**src/pkg/prc_pkg.sv**
```systemverilog
// periodic real-time counter: register map, field layout, reset values and divide table
// assumes a single bus clock domain and 8-bit registers on a plain strobe port
package prc_pkg;

  // ----------------------------------------------------------------
  // register map
  // ----------------------------------------------------------------
  localparam int unsigned PRC_ADDR_W = 2;
  localparam logic [PRC_ADDR_W-1:0] PRC_OFS_STATUS_CONTROL = 2'h0;
  localparam logic [PRC_ADDR_W-1:0] PRC_OFS_COUNT_VALUE = 2'h1;
  localparam logic [PRC_ADDR_W-1:0] PRC_OFS_MODULO_VALUE = 2'h2;

  // ----------------------------------------------------------------
  // field positions and reset values
  // ----------------------------------------------------------------
  localparam int unsigned PRC_BIT_MATCH_FLAG = 7;
  localparam int unsigned PRC_BIT_IRQ_ENABLE = 4;
  localparam int unsigned PRC_CLKS_LSB = 5;
  localparam int unsigned PRC_PS_LSB = 0;
  localparam logic [1:0] PRC_CLKS_RESET = 2'h0;
  localparam logic [3:0] PRC_PS_RESET = 4'h0;
  localparam logic [7:0] PRC_COUNT_RESET = 8'h00;
  localparam logic [7:0] PRC_MODULO_RESET = 8'h00;
  localparam int unsigned PRC_RATIO_W = 18;
  localparam logic [PRC_RATIO_W-1:0] PRC_RATIO_OFF = 18'h00000;

  // clock source index into the synchronised source vector
  localparam int unsigned PRC_SRC_LPO = 0;
  localparam int unsigned PRC_SRC_EXT = 1;
  localparam int unsigned PRC_SRC_IRC = 2;

  // ----------------------------------------------------------------
  // types
  // ----------------------------------------------------------------
  typedef struct packed {
    logic match_flag;
    logic [1:0] count_clock_select;
    logic match_irq_enable;
    logic [3:0] prescale_select;
  } prc_ctrl_s;

  localparam prc_ctrl_s PRC_CTRL_RESET = '{1'b0, PRC_CLKS_RESET, 1'b0, PRC_PS_RESET};

  typedef struct packed {
    logic [PRC_ADDR_W-1:0] addr;
    logic [7:0] wdata;
    logic wr;
    logic rd;
  } prc_bus_req_s;

  // ----------------------------------------------------------------
  // divide ratio per select bit 0 and prescaler code, 0 means stopped
  // ----------------------------------------------------------------
  function automatic logic [PRC_RATIO_W-1:0] prc_ratio(input logic clks0, input logic [3:0] ps);
    logic [PRC_RATIO_W-1:0] r;
    r = PRC_RATIO_OFF;
    if (!clks0)
    begin
      unique case (ps)
        4'h0: r = 18'd0;
        4'h1: r = 18'd8;
        4'h2: r = 18'd32;
        4'h3: r = 18'd64;
        4'h4: r = 18'd128;
        4'h5: r = 18'd256;
        4'h6: r = 18'd512;
        4'h7: r = 18'd1024;
        4'h8: r = 18'd1;
        4'h9: r = 18'd2;
        4'ha: r = 18'd4;
        4'hb: r = 18'd10;
        4'hc: r = 18'd16;
        4'hd: r = 18'd100;
        4'he: r = 18'd500;
        4'hf: r = 18'd1000;
      endcase
    end
    else
    begin
      unique case (ps)
        4'h0: r = 18'd0;
        4'h1: r = 18'd1024;
        4'h2: r = 18'd2048;
        4'h3: r = 18'd4096;
        4'h4: r = 18'd8192;
        4'h5: r = 18'd16384;
        4'h6: r = 18'd32768;
        4'h7: r = 18'd65536;
        4'h8: r = 18'd1000;
        4'h9: r = 18'd2000;
        4'ha: r = 18'd5000;
        4'hb: r = 18'd10000;
        4'hc: r = 18'd20000;
        4'hd: r = 18'd50000;
        4'he: r = 18'd100000;
        4'hf: r = 18'd200000;
      endcase
    end
    return r;
  endfunction : prc_ratio

endpackage : prc_pkg

```
**src/rtl/prc_prescaler.sv**
```systemverilog
// prescaler: counts edges of the selected source and pulses once per ratio edges
// assumes i_step is a one-cycle pulse already in the bus clock domain
`timescale 1ns/1ps
`default_nettype none
module prc_prescaler
  import prc_pkg::*;
#(
  parameter int unsigned RATIO_W = PRC_RATIO_W
)
(
  input wire logic i_ref_clk,
  input wire logic i_rst,
  input wire logic i_clk_en,
  input wire logic i_step,
  input wire logic i_clear,
  input wire logic [RATIO_W-1:0] i_ratio,
  output logic o_tick
);

  // ----------------------------------------------------------------
  // divider
  // ----------------------------------------------------------------
  logic [RATIO_W-1:0] div_count;
  logic [RATIO_W-1:0] next_div_count;
  logic last_step;

  assign next_div_count = div_count + {{(RATIO_W-1){1'b0}}, 1'b1};
  assign last_step = (next_div_count == i_ratio);

  always_ff @(posedge i_ref_clk)
  begin
    if (i_rst)
    begin
      div_count <= '0;
      o_tick <= 1'b0;
    end
    else if (i_clk_en)
    begin
      if (i_clear)
      begin
        div_count <= '0;
        o_tick <= 1'b0;
      end
      // ratio zero holds the divider: prescaler off
      else if (i_step && (i_ratio != '0))
      begin
        div_count <= last_step ? '0 : next_div_count;
        o_tick <= last_step;
      end
      else
      begin
        o_tick <= 1'b0;
      end
    end
  end

endmodule : prc_prescaler
`default_nettype wire

```
**src/rtl/prc_top.sv**
```systemverilog
// periodic real-time counter: registers, source select, match logic, irq and adc trigger
// assumes one bus clock; counting clocks arrive as slow pins and are sampled here
`timescale 1ns/1ps
`default_nettype none
module prc_top
  import prc_pkg::*;
#(
  parameter int unsigned CNT_W = 8
)
(
  input wire logic i_ref_clk,
  input wire logic i_rst,
  input wire logic i_clk_en,
  input wire logic i_bus_clock_gate,
  input wire logic i_debug_active,
  input wire logic i_deep_stop_mode,
  input wire logic i_adc_hw_trigger_enable,
  input wire logic i_low_power_osc_clock,
  input wire logic i_external_ref_clock,
  input wire logic i_internal_ref_clock,
  input wire logic [PRC_ADDR_W-1:0] i_addr,
  input wire logic [7:0] i_wdata,
  input wire logic i_wr,
  input wire logic i_rd,
  output logic [7:0] o_rdata,
  output logic o_irq,
  output logic o_adc_trigger
);

  // ----------------------------------------------------------------
  // bus request
  // ----------------------------------------------------------------
  prc_bus_req_s req;
  logic wr_ok;
  logic rd_ok;

  assign req = '{i_addr, i_wdata, i_wr, i_rd};
  // with the bus clock gated off the block sees no register access
  assign wr_ok = req.wr && i_bus_clock_gate;
  assign rd_ok = req.rd && i_bus_clock_gate;

  // ----------------------------------------------------------------
  // registers
  // ----------------------------------------------------------------
  prc_ctrl_s ctrl;
  logic match_flag;
  logic [1:0] count_clock_select;
  logic match_irq_enable;
  logic [3:0] prescale_select;
  logic [CNT_W-1:0] count;
  logic [CNT_W-1:0] modulo;

  logic ctrl_wr;
  logic mod_wr;
  logic clear_flag_wr;
  logic [1:0] wr_clks;
  logic [3:0] wr_ps;
  logic sel_changed;
  logic counters_clear;

  // flag and settings live in separate processes, so each field is its own flop
  assign ctrl = '{match_flag, count_clock_select, match_irq_enable, prescale_select};
  assign ctrl_wr = wr_ok && (req.addr == PRC_OFS_STATUS_CONTROL);
  assign mod_wr = wr_ok && (req.addr == PRC_OFS_MODULO_VALUE);
  assign clear_flag_wr = ctrl_wr && req.wdata[PRC_BIT_MATCH_FLAG];
  assign wr_clks = req.wdata[PRC_CLKS_LSB +: 2];
  assign wr_ps = req.wdata[PRC_PS_LSB +: 4];
  assign sel_changed = ctrl_wr && ((wr_clks != ctrl.count_clock_select) ||
                                   (wr_ps != ctrl.prescale_select));
  assign counters_clear = sel_changed || mod_wr;

  // ----------------------------------------------------------------
  // source clock sampling
  // ----------------------------------------------------------------
  // the counting clocks are unrelated to the bus clock: two flops, then an edge
  // detector on the second; the divider never sees a raw source level
  logic [2:0] src_meta;
  logic [2:0] src_sync;
  logic [2:0] src_prev;

  always_ff @(posedge i_ref_clk)
  begin
    if (i_rst)
    begin
      src_meta <= 3'h0;
      src_sync <= 3'h0;
      src_prev <= 3'h0;
    end
    else if (i_clk_en)
    begin
      src_meta <= {i_internal_ref_clock, i_external_ref_clock, i_low_power_osc_clock};
      src_sync <= src_meta;
      src_prev <= src_sync;
    end
  end

  logic [2:0] src_rise;
  logic src_sel_rise;
  logic src_allowed;
  logic step;

  assign src_rise = src_sync & ~src_prev;
  // select bit 1 picks the internal reference, else bit 0 picks low-power or external
  assign src_sel_rise = ctrl.count_clock_select[1] ? src_rise[PRC_SRC_IRC] :
                        (ctrl.count_clock_select[0] ? src_rise[PRC_SRC_EXT] : src_rise[PRC_SRC_LPO]);
  // the internal reference is unusable in deep stop, so its edges are dropped there
  assign src_allowed = !(i_deep_stop_mode && ctrl.count_clock_select[1]);
  // debug suspends the divider too, so counting resumes exactly where it paused
  assign step = src_sel_rise && src_allowed && !i_debug_active;

  // ----------------------------------------------------------------
  // prescaler
  // ----------------------------------------------------------------
  logic [PRC_RATIO_W-1:0] ratio;
  logic tick;

  assign ratio = prc_ratio(ctrl.count_clock_select[0], ctrl.prescale_select);

  prc_prescaler #(
    .RATIO_W(PRC_RATIO_W)
  ) u_prescaler (
    .i_ref_clk(i_ref_clk),
    .i_rst(i_rst),
    .i_clk_en(i_clk_en),
    .i_step(step),
    .i_clear(counters_clear),
    .i_ratio(ratio),
    .o_tick(tick)
  );

  // ----------------------------------------------------------------
  // counter and compare
  // ----------------------------------------------------------------
  // a tick that meets a clearing write is dropped so the count restarts cleanly
  logic adv;
  logic match;

  assign adv = tick && !counters_clear && !i_debug_active;
  assign match = adv && (count == modulo);

  // no mode input touches the counter or registers: wait, stop and wakeup keep them
  always_ff @(posedge i_ref_clk)
  begin
    if (i_rst)
    begin
      count <= PRC_COUNT_RESET;
    end
    else if (i_clk_en)
    begin
      if (counters_clear)
      begin
        count <= PRC_COUNT_RESET;
      end
      else if (match)
      begin
        count <= PRC_COUNT_RESET;
      end
      else if (adv)
      begin
        count <= count + {{(CNT_W-1){1'b0}}, 1'b1};
      end
    end
  end

  // ----------------------------------------------------------------
  // control and modulo registers
  // ----------------------------------------------------------------
  always_ff @(posedge i_ref_clk)
  begin
    if (i_rst)
    begin
      count_clock_select <= PRC_CLKS_RESET;
      match_irq_enable <= 1'b0;
      prescale_select <= PRC_PS_RESET;
    end
    else if (i_clk_en && ctrl_wr)
    begin
      count_clock_select <= wr_clks;
      match_irq_enable <= req.wdata[PRC_BIT_IRQ_ENABLE];
      prescale_select <= wr_ps;
    end
  end

  // set wins over a write-one clear in the same cycle
  always_ff @(posedge i_ref_clk)
  begin
    if (i_rst)
    begin
      match_flag <= 1'b0;
    end
    else if (i_clk_en)
    begin
      if (match)
      begin
        match_flag <= 1'b1;
      end
      else if (clear_flag_wr)
      begin
        match_flag <= 1'b0;
      end
    end
  end

  always_ff @(posedge i_ref_clk)
  begin
    if (i_rst)
    begin
      modulo <= PRC_MODULO_RESET;
    end
    else if (i_clk_en && mod_wr)
    begin
      modulo <= req.wdata;
    end
  end

  // ----------------------------------------------------------------
  // read port
  // ----------------------------------------------------------------
  // read data stand for exactly one cycle after the strobe, zero otherwise
  always_ff @(posedge i_ref_clk)
  begin
    if (i_rst)
    begin
      o_rdata <= 8'h00;
    end
    else if (i_clk_en)
    begin
      if (rd_ok)
      begin
        unique case (req.addr)
          PRC_OFS_STATUS_CONTROL: o_rdata <= ctrl;
          PRC_OFS_COUNT_VALUE: o_rdata <= count;
          PRC_OFS_MODULO_VALUE: o_rdata <= modulo;
          default: o_rdata <= 8'h00;
        endcase
      end
      else
      begin
        o_rdata <= 8'h00;
      end
    end
  end

  // ----------------------------------------------------------------
  // interrupt and adc trigger
  // ----------------------------------------------------------------
  // the request is a level that follows flag and enable; gating the bus clock
  // drops it, software is expected to keep the gate on while counting
  always_ff @(posedge i_ref_clk)
  begin
    if (i_rst)
    begin
      o_irq <= 1'b0;
    end
    else if (i_clk_en)
    begin
      o_irq <= ctrl.match_flag && ctrl.match_irq_enable && i_bus_clock_gate;
    end
  end

  always_ff @(posedge i_ref_clk)
  begin
    if (i_rst)
    begin
      o_adc_trigger <= 1'b0;
    end
    else if (i_clk_en)
    begin
      o_adc_trigger <= match && i_adc_hw_trigger_enable;
    end
  end

  // ----------------------------------------------------------------
  // assertions
  // ----------------------------------------------------------------
  a_match_wrap: assert property (
    @(posedge i_ref_clk) disable iff (i_rst)
    (i_clk_en && match) |=> (count == PRC_COUNT_RESET) && ctrl.match_flag
  ) else $error("count did not wrap to zero with flag on match");

  a_count_step: assert property (
    @(posedge i_ref_clk) disable iff (i_rst)
    (i_clk_en && adv && (count != modulo)) |=> (count == $past(count) + 8'h01)
  ) else $error("count did not advance by one on a prescaler tick");

  a_count_hold: assert property (
    @(posedge i_ref_clk) disable iff (i_rst)
    (i_clk_en && i_debug_active && !counters_clear) |=> $stable(count)
  ) else $error("count changed during background debug");

  a_clear_on_sel: assert property (
    @(posedge i_ref_clk) disable iff (i_rst)
    (i_clk_en && sel_changed) |=> (count == PRC_COUNT_RESET) && !tick
  ) else $error("select change did not clear counters");

  a_clear_on_mod: assert property (
    @(posedge i_ref_clk) disable iff (i_rst)
    (i_clk_en && mod_wr) |=> (count == PRC_COUNT_RESET) && (modulo == $past(req.wdata))
  ) else $error("modulo write did not clear count or load value");

  a_flag_clear: assert property (
    @(posedge i_ref_clk) disable iff (i_rst)
    (i_clk_en && clear_flag_wr && !match) |=> !ctrl.match_flag
  ) else $error("write one did not clear match flag");

  a_flag_set_wins: assert property (
    @(posedge i_ref_clk) disable iff (i_rst)
    (i_clk_en && clear_flag_wr && match) |=> ctrl.match_flag
  ) else $error("flag set lost against a clear");

  a_adc_trigger: assert property (
    @(posedge i_ref_clk) disable iff (i_rst)
    (i_clk_en && match && i_adc_hw_trigger_enable) |=> o_adc_trigger ##1 (!o_adc_trigger || !$past(i_clk_en) || $past(match))
  ) else $error("adc trigger missing or stretched on match");

  a_irq_gate: assert property (
    @(posedge i_ref_clk) disable iff (i_rst)
    (i_clk_en && !i_bus_clock_gate) |=> !o_irq
  ) else $error("interrupt raised with bus clock gated off");

  a_irq_follow: assert property (
    @(posedge i_ref_clk) disable iff (i_rst)
    (i_clk_en && ctrl.match_flag && ctrl.match_irq_enable && i_bus_clock_gate) |=> o_irq
  ) else $error("interrupt not raised for enabled flag");

  a_deep_stop_irc: assert property (
    @(posedge i_ref_clk) disable iff (i_rst)
    (i_deep_stop_mode && ctrl.count_clock_select[1]) |-> !step
  ) else $error("internal reference counted in deep stop");

  a_read_count: assert property (
    @(posedge i_ref_clk) disable iff (i_rst)
    (i_clk_en && rd_ok && (req.addr == PRC_OFS_COUNT_VALUE)) |=> (o_rdata == $past(count))
  ) else $error("count read returned wrong value");

endmodule : prc_top
`default_nettype wire

```
**config.mk**
```make
export PLATFORM = sky130hd
export DESIGN_NAME = prc_top
export DESIGN_NICKNAME = d
export VERILOG_FILES = /design/src/pkg/prc_pkg.sv /design/src/rtl/prc_prescaler.sv /design/src/rtl/prc_top.sv
export SDC_FILE = /design/constraint.sdc
export NUM_CORES = 1
export LEC_CHECK = 0
export BUFFER_PORTS_ARGS = -buffer_cell sky130_fd_sc_hd__buf_2
export CAP_MARGIN = 15
export CORE_MARGIN = 2
export CORE_UTILIZATION = 65
export DETAILED_ROUTE_END_ITERATION = 10
export GPL_ROUTABILITY_DRIVEN = 1
export HOLD_SLACK_MARGIN = 0.1
export PLACE_DENSITY = 0.95
export SYNTH_ARGS = -nofsm -noshare
export SYNTH_HDL_FRONTEND = slang
export SYNTH_SLANG_ARGS = --single-unit
```
**constraint.sdc**
```tcl
create_clock -name i_ref_clk -period 4.7 [get_ports i_ref_clk]
set_clock_uncertainty 0.05 [all_clocks]
set_input_delay 0.47 -clock i_ref_clk [delete_from_list [all_inputs] [get_ports i_ref_clk]]
set_output_delay 0.47 -clock i_ref_clk [all_outputs]
set_load 0.05 [all_outputs]
```
==> flow_summary.json, run 1 <==
{
  "finalSetupTns_ns": 0,
  "cts_max_level": 3,
  "synth_largest_area_cell": "dfxtp_1",
  "insertion_delay_ns": 0.36,
  "cts-buffers-inserted": 9,
  "die_w_um": 88.0,
  "ys_warn_count": 0,
  "synth_cell_types": 60,
  "gp_congestion": 0.911,
  "avgSynthCellArea_um2": 8.39,
  "crit_slowest_cell": "dfxtp_1",
  "finish.utilization_pct": 73.1,
  "drive_above_1_share_pct": 10.9,
  "p_per_area_nw_per_um2": 278,
  "timing.final.crit_period_ns": 3.61,
  "synthArstFlopShare_pct": 0,
  "reg2reg_to": "u_prescaler.div_count[14]$_SDFFE_PP0P_",
  "detail-route-antenna-nets": 0,
  "synth-adder-area-share_pct": 2.18,
  "setup_viol": 0,
  "required_ns": 4.94,
  "path_cells": "nor4b_1, nand4_1, a21oi_1, a2111oi_0, o21ai_0, nor2b_1, a221o_1",
  "die_y_um": 88.0,
  "regToRegStartpoint": "count_clock_select[0]$_SDFFE_PP0P_",
  "drtIter0Drc": 464,
  "syn_inst": 547,
  "clock_sinks": 88,
  "cts_tree": "done",
  "hp-class": "primary input to flop",
  "crit_path_max_incr_delay_ns": 1.01,
  "synthTopCellsByCount": "dfxtp_1 (88), nor2_1 (63), nand2_1 (57), mux2i_1 (42)",
  "grt_use_met3_pct": 5.56,
  "coreArea_um2": 6830,
  "n_antenna_cell": 0,
  "initial_utilization_pct": 67.2,
  "grt_first_pass_wirelength_um": 18700,
  "netlist_top_cells_area": "dfxtp_1 (38%), mux2i_1 (9.2%), xnor2_1 (5.5%)",
  "ys_ff_latch": 88,
  "grt_pass1_vias": 3850,
  "worstMarginPinSlew_ns": 1.05,
  "r2r_cells": 7,
  "crit_type": "flop to flop",
  "io_pins": 32,
  "synth-edff-count": 0,
  "cts-root-buf": "clkbuf_8",
  "grt.total_usage_pct": 31.0,
  "whs_path_depth": 3,
  "via_per_inst": 6.23,
  "row_count": 30,
  "yosys.area.top_type_share_pct": 38.4,
  "cts_setup_buffers": 0,
  "synth_top_family_by_area": "simple AND/OR/NAND/NOR gates",
  "synthMuxAreaShare_pct": 9.41,
  "synth.yosys.seq_area_share_pct": 38.4,
  "yosys.area_share.xor_xnor_pct": 8.21,
  "p_leak_nw": 1.99,
  "synth_ff_type": "dfxtp_1",
  "use_met1_pct": 42.3,
  "vias": 4146,
  "synth_compound_area_share_pct": 14.4,
  "final.fill_count": 506,
  "synth_simple_gate_area_share_pct": 23.6,
  "slew_viol_final": 0,
  "rsz0062_at_grt": "false",
  "gr-total-overflow": 0,
  "dr.pass1.iters": 6,
  "ctsLongestPathBuffers": 2,
  "hold_end": "o_adc_trigger$_SDFFE_PP0P_",
  "ctsHoldBuffers": 0,
  "hold_violations": 0,
  "peakVddDrop_uv": 206,
  "path_max_fanout": 29,
  "synth.most_common_cell": "dfxtp_1",
  "max_slew_margin_pct": 29.9,
  "gr-usage-met2_pct": 49.4,
  "hpwl_um": 8350,
  "r2r_setup_slack_ns": 1.09,
  "worstSetupEndpointType": "flop",
  "clkTransAtPathRegs_ns": 0.10,
  "fin_crit_sh_pct": 76.9,
  "grt_max_degree": 53,
  "nNetsFinal": 595,
  "start_kind": "flop",
  "post_cts_resized": 0,
  "routedWlPerCell_um": 17.5,
  "max_freq_ghz": 0.277,
  "antenna_found_initial": 0,
  "fp.dieArea_um2": 7750,
  "synthesis.nets": 577,
  "syn_area_um2": 4590,
  "critPathArrivalTime_ns": 3.86,
  "routed_wl_um": 11700,
  "cap_violations": 0,
  "route.detailed.drc": 0,
  "top_usage_layer": "met2",
  "port_buffers": 31,
  "status": "completed",
  "areaGrowthSynthToFinish_pct": 8.83,
  "hold_start": "i_adc_hw_trigger_enable"
}
## per-layer routing
layer	vias to the layer above	wire (um)
met2	222	5410
met5	-	0
met4	0	353
li1	1964	-
met3	35	923
met1	1925	4970
## placed cells by master, fill, tap and decap left out, drive strengths merged, types with 6 or more instances in the layout
cell type and n:
or3 8, nand2 57, a22oi 11, and3 7, nor2 63, xor2 14, xnor2 29, nand4 12
inv 18, o21ai 32, dfxtp 88, nor4 12, buf 33, nor2b 6, nor3 10, nand3 23
a21oi 31, clkbuf 10, mux2i 42, ha 8
## report_power, final
group | switching [mW] | internal (mW) | total, mW | leakage (nW)
Clock | 0.294 | 0.267 | 0.561 | 0.105
Sequential | 0.00567 | 0.751 | 0.757 | 0.710
Combinational | 0.0450 | 0.0258 | 0.0708 | 1.17
## cells by family after synthesis
| kind of cell | Yosys count |
|---|---|
| AOI/OAI and AO/OA | 102 |
| xor gates and xnor gates | 43 |
| adders and majority gates | 8 |
| buffers and inverters | 44 |
| DFF | 88 |
| muxes | 43 |
| and+or+nand+nor | 219 |
## critical path: cells and delay by family (launching register included)
kind             cells  cell delay, ns
AO/OA/AOI/OAI        4            1.08
flip-flops           1            1.01
AND/OR/NAND/NOR      3            1.39
## worst max-delay path by stage
stage,start,end,slack (ns),depth (start not counted)
floorplan,u_prescaler.div_count[0]$_SDFFE_PP0P_,u_prescaler.div_count[1]$_SDFFE_PP0P_,1.76,9
global placement,count_clock_select[0]$_SDFFE_PP0P_,u_prescaler.div_count[14]$_SDFFE_PP0P_,1.40,9
detailed placement,count_clock_select[0]$_SDFFE_PP0P_,u_prescaler.div_count[8]$_SDFFE_PP0P_,1.24,8
CTS,count_clock_select[0]$_SDFFE_PP0P_,u_prescaler.div_count[14]$_SDFFE_PP0P_,1.19,7
global route,count_clock_select[0]$_SDFFE_PP0P_,u_prescaler.div_count[5]$_SDFFE_PP0P_,0.84,8
finish,count_clock_select[0]$_SDFFE_PP0P_,u_prescaler.div_count[14]$_SDFFE_PP0P_,1.09,7
## per-stage QoR
stage | hold WS, ns | cell area, um^2 | instances | worst slack [ns] | total power [mW]
floorplan | 0.382 | 4590 | 547 | 1.76 | 0.819
global placement | 0.399 | 4780 | 650 | 1.40 | 0.839
detailed placement | 0.405 | 4780 | 650 | 1.24 | 0.842
CTS | 0.294 | 4990 | 666 | 1.19 | 1.39
global route | 0.310 | 4990 | 666 | 0.836 | 1.42
finish | 0.300 | 4990 | 666 | 1.09 | 1.39
## final cells by class
type                    instances  area (um^2)  share of cell area (%)
flip-flops and latches         88         1760                    35.3
well taps                      96          120                    2.40
clock buffers                  10          138                    2.76
clock inverters                 6         80.1                    1.60
repair buffers                 33          170                    3.41
inverters                      18         67.6                    1.35
multi-input cells             415         2660                    53.2
Note: power is estimated with default switching activity, not from simulation.
==> run 2: changes to the inputs <==
--- a/config.mk
+++ b/config.mk
@@ -8,11 +8,11 @@
 export BUFFER_PORTS_ARGS = -buffer_cell sky130_fd_sc_hd__buf_2
 export CAP_MARGIN = 15
 export CORE_MARGIN = 2
-export CORE_UTILIZATION = 65
+export CORE_UTILIZATION = 55
 export DETAILED_ROUTE_END_ITERATION = 10
 export GPL_ROUTABILITY_DRIVEN = 1
 export HOLD_SLACK_MARGIN = 0.1
-export PLACE_DENSITY = 0.95
+export PLACE_DENSITY = 0.87
 export SYNTH_ARGS = -nofsm -noshare
 export SYNTH_HDL_FRONTEND = slang
 export SYNTH_SLANG_ARGS = --single-unit
==> constraint.sdc (replaced) <==
create_clock -name i_ref_clk -period 3.11 [get_ports i_ref_clk]
set_clock_uncertainty 0.05 [all_clocks]
set_input_delay 0.311 -clock i_ref_clk [delete_from_list [all_inputs] [get_ports i_ref_clk]]
set_output_delay 0.311 -clock i_ref_clk [all_outputs]
set_load 0.05 [all_outputs]
==> flow_summary.json, run 2 (same netlist as run 1, synthesis figures left out) <==
{
  "row_count": 33,
  "drtIter0Drc": 475,
  "p_leak_nw": 2.10,
  "hold_violations": 0,
  "final_cell_mix": "dfxtp_1 (87), nor2_1 (63), nand2_1 (57), mux2i_1 (40)",
  "required_ns": 3.31,
  "fp.dieArea_um2": 9090,
  "cts_setup_buffers": 0,
  "ctsHoldBuffers": 0,
  "vias": 4164,
  "critPathArrivalTime_ns": 3.22,
  "reg2reg_to": "u_prescaler.div_count[5]$_SDFFE_PP0P_",
  "insertion_delay_ns": 0.37,
  "finish.utilization_pct": 63.7,
  "hpwl_um": 8420,
  "fin_crit_sh_pct": 97.2,
  "io_pins": 32,
  "crit_slowest_cell": "dfxtp_1",
  "dpl_cell_area_um2": 4970,
  "antenna_found_initial": 0,
  "worstSetupEndpointType": "flop",
  "hp-class": "primary input to flop",
  "clock_sinks": 88,
  "nNetsFinal": 619,
  "path_cells": "nand4_1, o31a_1, or3_1, a32o_1, a2111oi_4, a311oi_2, buf_4, buf_4, a21oi_1, o21ai_0",
  "peakVddDrop_uv": 332,
  "crit_path_max_incr_delay_ns": 0.54,
  "gr-total-overflow": 0,
  "rsz0062_at_grt": "false",
  "cap_violations": 0,
  "drive_above_1_share_pct": 15.5,
  "crit_start": "u_prescaler.div_count[9]$_SDFFE_PP0P_",
  "cts-root-buf": "clkbuf_8",
  "cts-buffers-inserted": 9,
  "slew_viol_final": 0,
  "r2r_cells": 10,
  "grt.total_usage_pct": 25.7,
  "clkTransAtPathRegs_ns": 0.10,
  "crit_type": "flop to flop",
  "gp_congestion": 0.967,
  "ctsLongestPathBuffers": 2,
  "detail-route-antenna-nets": 0,
  "layout.cells.most_common": "dfxtp_1",
  "cp_common_cell": "buf_4",
  "die_y_um": 95.3,
  "finalSetupTns_ns": 0,
  "initial_utilization_pct": 56.4,
  "cts_tree": "done",
  "max_slew_margin_pct": 43.9,
  "route.detailed.drc": 0,
  "regToRegStartpoint": "u_prescaler.div_count[9]$_SDFFE_PP0P_",
  "hold_start": "i_external_ref_clock",
  "via_per_inst": 5.96,
  "path_max_fanout": 14,
  "timing.final.crit_period_ns": 3.02,
  "post_cts_resized": 0,
  "r2r_setup_slack_ns": 0.09,
  "areaGrowthSynthToFinish_pct": 12.9,
  "finish.instance_area_um2": 5180,
  "dr.pass1.iters": 5,
  "setup_viol": 0,
  "coreArea_um2": 8130,
  "p_per_area_nw_per_um2": 390,
  "grt_first_pass_wirelength_um": 18200,
  "grt_max_degree": 30,
  "die_w_um": 95.3,
  "n_antenna_cell": 0,
  "routedWlPerCell_um": 16.1,
  "status": "completed",
  "cts_max_level": 3,
  "cp-endpoint": "u_prescaler.div_count[5]$_SDFFE_PP0P_",
  "port_buffers": 31,
  "max_freq_ghz": 0.331,
  "grt_pass1_vias": 3777,
  "routed_wl_um": 11200,
  "start_kind": "flop",
  "worstMarginPinSlew_ns": 0.821
}
## run 2: cell types whose count changed in the layout (fill, tap and decap cells not counted), sizes merged
cell and delta:
clkinv -1, buf +24, inv +4, clkinvlp -1, clkbuf -1, bufinv -1
## run 2: layer usage
layer  part of all wire [%]  GRT usage (%)
met1                     44           35.9
met2                     46           39.6
met3                    7.1           4.43
met4                    2.5           9.54
met5                      0              0
## run 2: how the worst min path moves through the flow
| stage | endpoint | slack [ns] | depth (start not counted) |
|---|---|---|---|
| after CTS | src_meta[1]$_SDFFE_PP0P_ | 0.11 | 3 |
| after global placement | o_irq$_SDFFE_PP0P_ | 0.40 | 2 |
| after detailed placement | o_irq$_SDFFE_PP0P_ | 0.40 | 2 |
| after floorplan | u_prescaler.div_count[17]$_SDFFE_PP0P_ | 0.38 | 2 |
| after global routing | src_meta[1]$_SDFFE_PP0P_ | 0.13 | 3 |
| final | src_meta[1]$_SDFFE_PP0P_ | 0.11 | 3 |
## run 2: critical path: cells and delay by family, from the launching register on
| kind | cells | cell delay [ns] |
|---|---|---|
| AND/OR/NAND/NOR | 2 | 0.61 |
| flip-flops | 1 | 0.54 |
| AO/OA/AOI/OAI | 6 | 1.31 |
| buffers and inverters | 2 | 0.38 |
## run 2: power breakdown
part	internal [mW]	leakage (nW)	switching [mW]	total [mW]
logic	0.0446	1.29	0.0697	0.114
clock network	0.311	0.0980	0.454	0.765
registers	1.13	0.710	0.00701	1.14
## run 2: through the flow
stage | cells | power, mW | hold slack, ns | setup slack (ns)
6_report | 699 | 2.02 | 0.115 | 0.0867
5_1_grt | 699 | 2.09 | 0.126 | 0.00388
4_1_cts | 699 | 2.03 | 0.111 | 0.0415
3_5_place_dp | 683 | 1.28 | 0.401 | 0.0593
3_3_place_gp | 683 | 1.28 | 0.397 | 0.154
2_1_floorplan | 547 | 1.24 | 0.382 | 0.173
## run 2: final cells by class
class | instances | area (um^2)
Fill cell | 607 | 2950
Multi-Input combinational cell | 415 | 2680
Sequential cell | 88 | 1760
Timing Repair Buffer | 57 | 350
Tap cell | 105 | 131
Clock buffer | 9 | 124
Clock inverter | 7 | 68.8
Inverter | 18 | 67.6
